==> config.mk <==
export PLATFORM = sky130hd
export DESIGN_NAME = quick_status
export DESIGN_NICKNAME = d
export VERILOG_FILES = /design/src/rtl/qs_pkg.sv /design/src/rtl/an_range_track.sv /design/src/rtl/quick_status.sv /design/src/rtl/sticky_flags.sv
export SDC_FILE = /design/constraint.sdc
export NUM_CORES = 1
export LEC_CHECK = 0
export BUFFER_PORTS_ARGS = -buffer_cell sky130_fd_sc_hd__buf_4
export CAP_MARGIN = 10
export CORE_AREA = 2 2 71 73
export CTS_CLUSTER_SIZE = 30
export DETAILED_ROUTE_END_ITERATION = 10
export DIE_AREA = 0 0 73 75
export GPL_TIMING_DRIVEN = 0
export PLACE_DENSITY_LB_ADDON = 0.1
export RECOVER_POWER = 50
export SLEW_MARGIN = 20
export SYNTH_ARGS = -nofsm -noshare
export SYNTH_HDL_FRONTEND = slang
export SYNTH_SLANG_ARGS = --single-unit
==> constraint.sdc <==
create_clock -name clk -period 3.4 [get_ports clk]
set_input_delay 0.17 -clock clk [delete_from_list [all_inputs] [get_ports clk]]
set_output_delay 0.17 -clock clk [all_outputs]
set_load 0.02 [all_outputs]
==> src/rtl/qs_pkg.sv <==
// Constants and carrier types for the quick-status register block.
// Assumes a single 100 MHz clock domain and a synchronous active-low reset.
package qs_pkg;

    // ----------------------------------------------------------------
    // Register map
    // ----------------------------------------------------------------
    localparam logic [4:0]  QS_ADDR       = 5'h1f;
    localparam logic [15:0] QS_RD_UNMAP   = 16'h0000;

    // ----------------------------------------------------------------
    // Field positions
    // ----------------------------------------------------------------
    localparam int BIT_RX_ERR   = 15;
    localparam int BIT_EVT14    = 14;
    localparam int BIT_REMOTE   = 13;
    localparam int BIT_UNLOCK   = 12;
    localparam int BIT_LINK     = 11;
    localparam int BIT_PAUSE    = 10;
    localparam int BIT_SPEED    = 9;
    localparam int BIT_DUPLEX   = 8;
    localparam int BIT_CFG      = 7;
    localparam int BIT_MASK     = 6;
    localparam int MIN_LSB      = 3;
    localparam int MAX_LSB      = 0;

    // ----------------------------------------------------------------
    // Reset values
    // ----------------------------------------------------------------
    localparam logic       RST_FLAG   = 1'b0;
    localparam logic       RST_LINK   = 1'b0;
    localparam logic       RST_CFG    = 1'b0;
    localparam logic       RST_MASK   = 1'b0;
    localparam logic [2:0] RST_AN_MIN = 3'h7;
    localparam logic [2:0] RST_AN_MAX = 3'h0;

    // Sticky flag slots
    localparam int NFLAG   = 5;
    localparam int F_RXE   = 0;
    localparam int F_FC    = 1;
    localparam int F_LCH   = 2;
    localparam int F_RF    = 3;
    localparam int F_UJ    = 4;

    typedef struct packed {
        logic rx_error;
        logic false_carrier;
        logic remote_fault;
        logic unlock;
        logic jabber;
    } phy_evt_t;

    typedef struct packed {
        logic       link_up;
        logic       fast_speed_ind;
        logic       duplex_ind;
        logic       pause_ind;
        logic [2:0] an_state;
    } phy_stat_t;

endpackage

==> src/rtl/an_range_track.sv <==
// Tracks lowest and highest autonegotiation state since the last restart.
// Assumes the state code is a synchronous 3-bit input.
`timescale 1ns/1ps
module an_range_track
    import qs_pkg::*;
(
    input  wire logic       clk,
    input  wire logic       rstn,
    input  wire logic       restart,
    input  wire logic [2:0] state,
    output logic      [2:0] min_q,
    output logic      [2:0] max_q
);

    // ----------------------------------------------------------------
    // Range tracking
    // ----------------------------------------------------------------
    logic [2:0] min_d;
    logic [2:0] max_d;
    logic [2:0] min_run;
    logic [2:0] max_run;

    assign min_run = (state < min_q) ? state : min_q;
    assign max_run = (state > max_q) ? state : max_q;
    // Restart seeds with the present state so nothing is missed
    assign min_d   = restart ? state : min_run;
    assign max_d   = restart ? state : max_run;

    always_ff @(posedge clk) begin
        if (!rstn) begin
            min_q <= RST_AN_MIN;
            max_q <= RST_AN_MAX;
        end else begin
            min_q <= min_d;
            max_q <= max_d;
        end
    end
endmodule

==> src/rtl/quick_status.sv <==
// Quick-status register of a 10/100 transceiver channel with its interrupt.
// Assumes the management frame logic presents decoded register strobes
// synchronous to clk, and that event inputs are one-cycle pulses.
`timescale 1ns/1ps
module quick_status
    import qs_pkg::*;
(
    input  wire logic        clk,
    input  wire logic        rstn,
    input  wire logic [4:0]  mgmt_addr,
    input  wire logic        mgmt_rd,
    input  wire logic        mgmt_wr,
    input  wire logic [15:0] mgmt_wdata,
    output logic      [15:0] mgmt_rdata,
    output logic             mgmt_rvalid,
    input  wire phy_evt_t    evt,
    input  wire phy_stat_t   stat,
    output logic             irq_out
);

    // ----------------------------------------------------------------
    // Access decode
    // ----------------------------------------------------------------
    wire rd_hit;
    wire wr_hit;

    assign rd_hit = mgmt_rd && (mgmt_addr == QS_ADDR);
    assign wr_hit = mgmt_wr && (mgmt_addr == QS_ADDR);

    // ----------------------------------------------------------------
    // Writable configuration
    // ----------------------------------------------------------------
    logic cfg_q;
    logic cfg_d;
    logic mask_q;
    logic mask_d;

    assign cfg_d  = wr_hit ? mgmt_wdata[BIT_CFG]  : cfg_q;
    assign mask_d = wr_hit ? mgmt_wdata[BIT_MASK] : mask_q;

    always_ff @(posedge clk) begin
        if (!rstn) begin
            cfg_q  <= RST_CFG;
            mask_q <= RST_MASK;
        end else begin
            cfg_q  <= cfg_d;
            mask_q <= mask_d;
        end
    end

    // ----------------------------------------------------------------
    // Latching-low link status
    // ----------------------------------------------------------------
    logic link_valid_q;
    logic link_valid_d;

    // A read reloads from the live link, so a failure in that cycle stays
    assign link_valid_d = rd_hit ? stat.link_up
                                 : (link_valid_q & stat.link_up);

    always_ff @(posedge clk) begin
        if (!rstn) begin
            link_valid_q <= RST_LINK;
        end else begin
            link_valid_q <= link_valid_d;
        end
    end

    // ----------------------------------------------------------------
    // Sticky event flags
    // ----------------------------------------------------------------
    wire              fast;
    wire [NFLAG-1:0]  flag_set;
    wire [NFLAG-1:0]  flags;

    assign fast = stat.fast_speed_ind;
    // Receive-side errors only count at 100M
    assign flag_set[F_RXE] = evt.rx_error & fast;
    assign flag_set[F_FC]  = evt.false_carrier & fast;
    assign flag_set[F_LCH] = link_valid_d ^ link_valid_q;
    assign flag_set[F_RF]  = evt.remote_fault;
    assign flag_set[F_UJ]  = fast ? evt.unlock : evt.jabber;

    // Read strobe clears after the snapshot is taken on the same edge
    sticky_flags #(
        .W (NFLAG)
    ) u_flags (
        .clk  (clk),
        .rstn (rstn),
        .set  (flag_set),
        .clr  (rd_hit),
        .q    (flags)
    );

    // ----------------------------------------------------------------
    // Autonegotiation state range
    // ----------------------------------------------------------------
    wire [2:0] an_state_min;
    wire [2:0] an_state_max;

    an_range_track u_an (
        .clk     (clk),
        .rstn    (rstn),
        .restart (rd_hit),
        .state   (stat.an_state),
        .min_q   (an_state_min),
        .max_q   (an_state_max)
    );

    // ----------------------------------------------------------------
    // Register image
    // ----------------------------------------------------------------
    wire        bit14;
    wire [15:0] qs_value;

    // Both flags run all the time; the select only picks which shows
    assign bit14 = cfg_q ? flags[F_LCH] : flags[F_FC];

    assign qs_value[BIT_RX_ERR]  = flags[F_RXE];
    assign qs_value[BIT_EVT14]   = bit14;
    assign qs_value[BIT_REMOTE]  = flags[F_RF];
    assign qs_value[BIT_UNLOCK]  = flags[F_UJ];
    assign qs_value[BIT_LINK]    = link_valid_q;
    assign qs_value[BIT_PAUSE]   = stat.pause_ind;
    assign qs_value[BIT_SPEED]   = stat.fast_speed_ind;
    assign qs_value[BIT_DUPLEX]  = stat.duplex_ind;
    assign qs_value[BIT_CFG]     = cfg_q;
    assign qs_value[BIT_MASK]    = mask_q;
    assign qs_value[MIN_LSB+:3]  = an_state_min;
    assign qs_value[MAX_LSB+:3]  = an_state_max;

    // ----------------------------------------------------------------
    // Read path
    // ----------------------------------------------------------------
    wire [15:0] rdata_d;

    // Other addresses belong to neighbouring blocks; answer zero here
    assign rdata_d = rd_hit ? qs_value : QS_RD_UNMAP;

    always_ff @(posedge clk) begin
        if (!rstn) begin
            mgmt_rdata  <= QS_RD_UNMAP;
            mgmt_rvalid <= 1'b0;
        end else begin
            mgmt_rvalid <= mgmt_rd;
            if (mgmt_rd) begin
                mgmt_rdata <= rdata_d;
            end
        end
    end

    // ----------------------------------------------------------------
    // Interrupt
    // ----------------------------------------------------------------
    wire any_evt;
    wire irq_src;
    wire irq_d;

    assign any_evt = flags[F_RXE] | bit14 | flags[F_RF] | flags[F_UJ]
                   | ~link_valid_q;
    assign irq_src = cfg_q ? flags[F_LCH] : any_evt;
    // Level follows the latched flags, so a read is what drops it
    assign irq_d   = ~mask_q & irq_src;

    always_ff @(posedge clk) begin
        if (!rstn) begin
            irq_out <= 1'b0;
        end else begin
            irq_out <= irq_d;
        end
    end
endmodule

==> src/rtl/sticky_flags.sv <==
// Bank of sticky event flags cleared by a single strobe.
// Assumes set and clear are synchronous to clk; set wins over clear.
`timescale 1ns/1ps
module sticky_flags
    import qs_pkg::*;
#(
    parameter int W = 5
) (
    input  wire logic         clk,
    input  wire logic         rstn,
    input  wire logic [W-1:0] set,
    input  wire logic         clr,
    output logic      [W-1:0] q
);

    // ----------------------------------------------------------------
    // Flag storage
    // ----------------------------------------------------------------
    logic [W-1:0] q_d;

    // An event in the clearing cycle survives for the next read
    assign q_d = set | (q & ~{W{clr}});

    always_ff @(posedge clk) begin
        if (!rstn) begin
            q <= {W{RST_FLAG}};
        end else begin
            q <= q_d;
        end
    end
endmodule

* Word level (Yosys, flattened, before mapping) *
Cells that the tools add are included.

storage, ports and cells
  register bits after elaboration = 32
  bits of input ports = 37
  output and inout port bits = 18
  logic and storage cells = 39

cells by class
  magnitude comparators = 2
  equal/unequal tests = 1
  multiplexer cells = 9
  bitwise logic cells = 14
  reductions and logical operators = 4

operators with widths
  kind                                        count
  16-bit two-way mux                          1
  3-bit two-way mux                           4
  5-bit bitwise AND                           1
  5-bit equality test, second input constant  1
  5-bit inverter                              1
  5-bit OR                                    1
  1-bit bitwise AND                           4
  1-bit two-way mux                           4
  1-bit OR                                    4
  2-bit nonzero test                          2
  3-bit > comparator                          1
  3-bit < comparator                          1
  1-bit logical AND                           2
  1-bit inverter                              2
  1-bit XOR                                   1

* Longest topological paths before layout *
Gate-level depths: netlist of the first run.

  word-level depth = 7
  gate-level depth with buffers = 7
  depth with buffers taken out = 6

* Modules after synthesis *
From an unflattened synthesis of the first run, not the netlist that was laid out.

second synthesis, totals
  cell total of the unflattened synthesis = 157
  area total of the unflattened synthesis = 1498.9 µm²

modules (own cells, without submodules)
  module          instances  cells each  area each (µm²)
  quick_status    1          100         958.4
  an_range_track  1          42          371.6
  sticky_flags    1          15          168.9

* Worst setup path after synthesis of the first run *
Ideal clock, no wire load.

  path type = reg2reg
  start = register u_an.min_q[1]
  end = register u_an.min_q[0]
  library setup time = 120 ps
  arrival time = 1388 ps
  setup slack = 1892 ps
  stages on the path, launching flop included = 6
  path buffers = 0
  clock period less this slack = 1508 ps
  cell sequence = dfxtp_1 > inv_1 > ha_1 > a211oi_1 > nor3_1 > a211o_1

on the way
  cells in the longest elaborated chain, start to end = 2

ends and longest elaborated chain
  what                          line                  text
  start, declared               an_range_track.sv:11  output logic [2:0] min_q,
  start signal, assigned        an_range_track.sv:34  min_q <= min_d;
  3-bit < comparator            an_range_track.sv:23  assign min_run = (state < min_q) ? state : min_q;
  2-bit nonzero test (no line)  n/a

No other way between the ends.
A chain may end at the register's enable or synchronous reset.

* Worst setup path after layout of the first run *
  start = register u_an.min_q[1]
  end = register u_an.min_q[2]

The elaborated chain is that of the path after synthesis.

==> results of run 1 <==
## worst max path at each step
stage                              from            end  slack, ns
after CTS                 u_an.min_q[1]  u_an.min_q[2]       1.71
final                     u_an.min_q[1]  u_an.min_q[2]       1.67
after global placement    u_an.min_q[1]  u_an.min_q[0]       1.80
after global routing      u_an.min_q[1]  u_an.min_q[2]       1.58
after detailed placement  u_an.min_q[1]  u_an.min_q[1]       1.75
after floorplan           u_an.min_q[1]  u_an.min_q[0]       1.89
## routing by layer
layer / wire (um) / part of all wire / global-route usage / up-vias
met4: 63 / 0.019 / 0.0617 / 0
met5: 0 / 0 / 0 / -
met3: 198 / 0.060 / 0.0442 / 6
li1: - / - / - / 605
met2: 1440 / 0.44 / 0.206 / 44
met1: 1610 / 0.49 / 0.171 / 539
## kinds of logic (layout without fill, tap and decap cells)
logic type               count (synthesis)  after routing  share of synthesized area
flip-flops                              32             32                      0.471
AO/OA/AOI/OAI                           33             33                      0.157
adder cells (fa/ha/maj)                  5              5                     0.0460
buffers and inverters                   15             62                     0.0561
multiplexers                             7              7                     0.0524
AND/OR/NAND/NOR                         58             58                      0.217
## where the power goes
part	leakage [nW]	internal, W	switching, W
sequential	0.261	0.000393	0.0000140
combinational	0.436	0.0000550	0.0000600
clock	0.0541	0.000217	0.000147
## worst max-delay path: stages (launching register included)
cell      delay [ns]
dfxtp_1         0.35
inv_1           0.06
ha_1            0.26
a211oi_1        0.45
nor3_1          0.16
a211o_1         0.33
## flip-flops by register name, indices dropped and copies added (netlist names)
| signal | cells |
|---|---|
| u_an.min_q | 3 |
| u_an.max_q | 3 |
| u_flags.q | 5 |
| mgmt_rdata | 16 |
| mask_q | 1 |
| link_valid_q | 1 |
| irq_out | 1 |
| mgmt_rvalid | 1 |
| cfg_q | 1 |
## final cells by class
type | instances | area [um^2] | area share
Clock inverter | 3 | 42.5 | 0.0242
Sequential cell | 32 | 641 | 0.365
Clock buffer | 5 | 68.8 | 0.0392
Inverter | 8 | 30.0 | 0.0171
Timing Repair Buffer | 39 | 221 | 0.126
Tap cell | 54 | 67.6 | 0.0385
Buffer | 7 | 45.0 | 0.0257
Multi-Input combinational cell | 103 | 639 | 0.364
## through the flow
stage	hold slack [ns]	instances
after floorplan	0.287	150
after global placement	0.385	243
after detailed placement	0.394	243
after CTS	0.0846	251
after global routing	0.0800	251
final	0.0897	251
## cell usage in the layout, fill, tap and decap left out, types with 2 or more instances in the layout
cell and count:
dfxtp_1 32, nor2_1 23, clkbuf_1 23, buf_4 21
a21oi_1 18, nor2b_1 16, nand2_1 8, inv_1 7
mux2i_1 6, ha_1 5, clkbuf_8 5, a211o_1 4
o31a_1 3, buf_6 2, nand2b_1 2, nor3_1 2
nand3_1 2, a31oi_1 2, a22oi_1 2
==> key figures, run 1 <==
Global routing
  – GR Util All Layers: 0.134
  – GRT Residual Overflow: 0
  – Largest net degree at the start of global routing: 12
  – Antenna violations before repair: 0
  – Vias in the first global route: roughly 1200
  – First-pass GRT wire length: 5.46 mm

Floorplanning
  – Chip Height: 75 um
  – Die X: 73 um
  – CORE AREA: 4660 um^2
  – Die Area: approximately 5500 um^2
  – Initial core utilization: 0.292
  – Ports: 55
  – Core Rows: 25

Route
  – DRT antenna net count: 0
  – DRT iter0 DRCs: 64
  – Via count: 1194
  – Routed wire length: approximately 3.3 mm
  – Residual DRC count: 0
  – WL/cell: 13.2 um
  – Vias per std cell: 4.76
  – TritonRoute pass-1 iters: 4

Critical path
  – FF-to-FF End: u_an.min_q[2]
  – Critical Path Start Type: register
  – R2R setup slack: 1.67 ns
  – CP arrival: between 1.5 and 2 ns
  – CP max FO: 4
  – Crit. End Element: register
  – Worst R2R Start: u_an.min_q[1]
  – Worst Path Required: 3.57 ns
  – WS Path Type: reg2reg
  – Worst-case reg-to-reg path depth: 5

Place
  – Placement Cell Area: ~1700 um^2
  – GPL Wtd Cong: 0.748
  – PortBufs: 39
  – DP Wirelength: 2.43 mm
  – Placement Setup Slack: between 1.5 and 2 ns

Power
  – Worst VDD drop: 0.152 mV
  – PwrDens: 505 nW/um^2
  – Leak: 0.751 nW
  – Tot Pwr: 0.000886 W

CTS
  – Clk_lat worst skew: 0.29 ns
  – CTS clk-pin slew, worst paths: 0.07 ns
  – Post-CTS Setup Inserts: 0
  – CTS buffer count: 5
  – Clock tree root buffer cell: clkbuf_8
  – Hold-fix buffers, CTS: 0
  – CTS resizes: 0
  – H-tree depth: 2
  – CTS tree: built
  – Clock Path Buffers: 2
  – Clock sink total: 32

Synth
  – Post-synth EDFFs: 0
  – Distinct cells, synth: 30
  – Share of flip-flops with an asynchronous set or reset: 0
  – Top post-synthesis cells by area: dfxtp_1, nor2b_1, a21oi_1
  – Avg Cell Area, Syn: 9.07 um^2
  – Synth cell count leaders: dfxtp_1, nor2_1, a21oi_1
  – #FFs+latches synth: 32
  – Synth warnings: 0
  – Predominant post-synthesis flop cell: dfxtp_1
  – Synthesized area: roughly 1400 um^2
  – Mapped Cells: 150
  – Synthesized Nets: 192
  – Sequential-to-total area share from yosys stat: 0.471
  – Post-synth top area cell: dfxtp_1
  – Share of the synthesized area in the top cell type: 0.471
  – Count leader, synth: dfxtp_1

Run status
  – Outcome: complete, no violations

Timing
  – RSZ-0062 raised after global routing: no
  – Slew of the pin with the lowest slew margin: 0.514 ns
  – Slew Limit Fails: 0
  – Setup_tns: 0 ns
  – Clk_skew: 0.00428 ns
  – Hold Vio Cnt, Final: 0
  – Max Clk Rate: slightly below 600 MHz
  – Setup slack after layout: 1.67 ns
  – Final setup fails: 0
  – Final Cycle Share: 0.508
  – Min Tclk post-route: 1.73 ns
  – Relative slew slack: 0.655

Cells and area
  – Util after Layout: 0.377
  – Antenna diodes: 0
  – FILL cells: 498
  – Area grow syn2layout: 29.1%
  – Nets: 238
  – Share of post-route cells with drive strength above 1: 0.178
  – Post-route cell area: 1760 um^2

Flow run
  – Maximum capacitance violations: 0

Min path
  – Hold Startpoint: evt[2]
  – HP Class: in2reg
  – WHS Path Cells: 3
  – Worst hold endpoint: u_flags.q[3]
Power figures use the tool's default switching activity.
==> run 2: changes to the inputs <==
==> constraint.sdc (replaced) <==
create_clock -name clk -period 1.45 [get_ports clk]
set_input_delay 0.0725 -clock clk [delete_from_list [all_inputs] [get_ports clk]]
set_output_delay 0.0725 -clock clk [all_outputs]
set_load 0.02 [all_outputs]
==> key figures, run 2 (same netlist as run 1, synthesis figures left out) <==
Power
  – Sw Ratio: 0.236
  – Switching pwr: 0.000534 W
  – Clk pwr share: 0.412
  – Sequential share of power: 0.424
  – Worst VDD drop: ~0.53 mV
  – Tot Pwr: 0.00226 W
  – Int Power: 0.00173 W
  – Leak: 0.788 nW
  – Combinational power share: 0.164
  – PwrDens: 1200 nW/um^2

Critical path
  – WS Path Type: reg2reg
  – CP max-delay cell: dfxtp_2
  – Worst-path cell chain: inv_2 > ha_4 > a211oi_4 > nor3_2 > a211o_1
  – CP arrival: 1.55 ns
  – Critical Path Start Type: register
  – FF-to-FF End: u_an.min_q[0]
  – Crit. End Element: register
  – Worst Path Required: 1.61 ns
  – Crit-path leading delay family: compound AO/OA/AOI/OAI gates
  – Worst-case reg-to-reg path depth: 5
  – R2R setup slack: 0.06 ns
  – CP bufs+invs: 1
  – Max stage delay on crit path: 0.34 ns
  – CP max FO: 4
  – Worst R2R Start: u_an.min_q[1]

Cells and area
  – Nets: 242
  – Largest regs: mgmt_rdata x16, u_flags.q x5
  – Largest Register: mgmt_rdata
  – Non-Filler Instances: between 200 and 300
  – Register Area: 646 um^2
  – Commonest non-fill, non-tap cell in the layout: dfxtp_1
  – Area of the multi-input gates: 717 um^2
  – FILL cells: 466
  – Area grow syn2layout: 38.7%
  – Share of post-route cells with drive strength above 1: 0.259
  – Most frequent cells in the layout: dfxtp_1, buf_4, clkbuf_1, nor2_1, a21oi_1
  – Antenna diodes: 0
  – Max reg flops: 16
  – Post-route cell area: 1890 um^2

Floorplanning
  – Die X: 73 um
  – Core Rows: 25
  – CORE AREA: 4660 um^2
  – Die Area: 5480 um^2
  – Ports: 55
  – Chip Height: around 75 um
  – Initial core utilization: 0.292

Timing
  – Slew of the pin with the lowest slew margin: just over 0.6 ns
  – RSZ-0062 raised after global routing: yes
  – Hold WS: 0.0285 ns
  – Final setup fails: 0
  – Final Cycle Share: 0.958
  – Min Tclk post-route: roughly 1.4 ns
  – Hold Vio Cnt, Final: 0
  – Slew Limit Fails: 0
  – Relative slew slack: 0.595
  – Max Clk Rate: about 720 MHz
  – Clk_skew: around 0.0058 ns

Min path
  – Worst hold endpoint: cfg_q
  – HP Class: in2reg
  – Hold Startpoint: mgmt_wdata[7]
  – WHS Path Cells: 3

Global routing
  – First-pass GRT wire length: about 5.4 mm
  – GRT Residual Overflow: 0
  – GR Util All Layers: 0.130
  – Largest net degree at the start of global routing: 11
  – Vias in the first global route: about 1200
  – Antenna violations before repair: 0

Run status
  – Outcome: complete, no violations

CTS
  – CTS buffer count: 5
  – Clock Path Buffers: 2
  – CTS clk-pin slew, worst paths: around 0.07 ns
  – Clk_lat worst skew: 0.28 ns
  – Clock tree root buffer cell: clkbuf_8
  – CTS tree: built
  – H-tree depth: 2
  – Clock sink total: 32

Route
  – WL/cell: between 10 and 15 um
  – DRT antenna net count: 0
  – Vias per std cell: ~4.7
  – DRT iter0 DRCs: 65
  – TritonRoute pass-1 iters: 4
  – Residual DRC count: 0
  – Via count: 1211
  – Routed wire length: 3.37 mm

Flow run
  – Maximum capacitance violations: 0

Place
  – GPL Wtd Cong: 0.754
  – Placement Cell Area: 1730 um^2
  – DP Wirelength: 2.37 mm
  – PortBufs: 39
  – Post-Place Cells: approximately 240
run 2: cell count changes in the layout (fill, tap and decap cells not counted), sizes merged:
cell         delta
clkbuf          +1
clkinv          -1
dlygate4sd3     +1
buf             +4
clkinvlp        -1
run 2: power groups by stage:
stage          registers [W]  clock network [W]  logic, W
5_1_grt             0.000963           0.000993  0.000413
2_1_floorplan       0.000971                  0  0.000177
6_report            0.000957           0.000931  0.000371
3_3_place_gp        0.000973                  0  0.000270
3_5_place_dp        0.000975                  0  0.000278
4_1_cts             0.000956           0.000949  0.000327
run 2: worst max path at each step:
stage,start,to,depth (start not counted),slack [ns]
3_3_place_gp,u_an.min_q[1],u_an.min_q[0],5,-0.03
5_1_grt,u_an.min_q[1],u_an.min_q[1],5,-0.02
6_report,u_an.min_q[1],u_an.min_q[0],5,0.06
2_1_floorplan,u_an.min_q[1],u_an.min_q[0],5,0.05
3_5_place_dp,u_an.min_q[1],u_an.min_q[0],5,-0.07
4_1_cts,u_an.min_q[1],u_an.min_q[0],5,0.02
run 2: worst register-to-register path: cells and delay by family, from the launching register on:
family | cells | cell delay, ns
AOI/OAI and AO/OA | 2 | 0.56
and+or+nand+nor | 1 | 0.10
DFF | 1 | 0.34
buffers and inverters | 1 | 0.05
adders and majority gates | 1 | 0.23
run 2: timing repair:
| item | 4_1_cts | 5_1_grt |
|---|---|---|
| gates resized for setup | 7 | 7 |
| cloned | 0 | 0 |
| hold buffers | 1 | 0 |
| setup endpoints to repair | 6 | 6 |
| buffers inserted | 2 | 1 |
| pin swaps | 8 | 5 |
| endpoints found under the hold margin | 1 | 0 |
run 2: area by class of cell:
| cell class | instances | area share |
|---|---|---|
| Tap cell | 54 | 0.0358 |
| Multi-Input combinational cell | 103 | 0.380 |
| Sequential cell | 32 | 0.342 |
| Inverter | 8 | 0.0159 |
| Timing Repair Buffer | 43 | 0.137 |
| Clock buffer | 7 | 0.0511 |
| Buffer | 7 | 0.0225 |
| Clock inverter | 1 | 0.0159 |
run 2: through the flow:
stage | setup WS [ns] | setup TNS [ns] | util
floorplan | 0.0451 | 0 | -
global placement | -0.0259 | -0.0664 | 0.370
detailed placement | -0.0672 | -0.233 | 0.370
CTS | 0.0204 | 0 | 0.411
global route | -0.0173 | -0.0389 | 0.405
finish | 0.0603 | 0 | 0.405
run 2: metal layers:
metal  wire, um  vias up  track usage
met2       1460       40        0.192
met3        203        8       0.0402
met5          0        -            0
li1           -      610            -
met1       1660      553        0.177
met4         51        0       0.0494
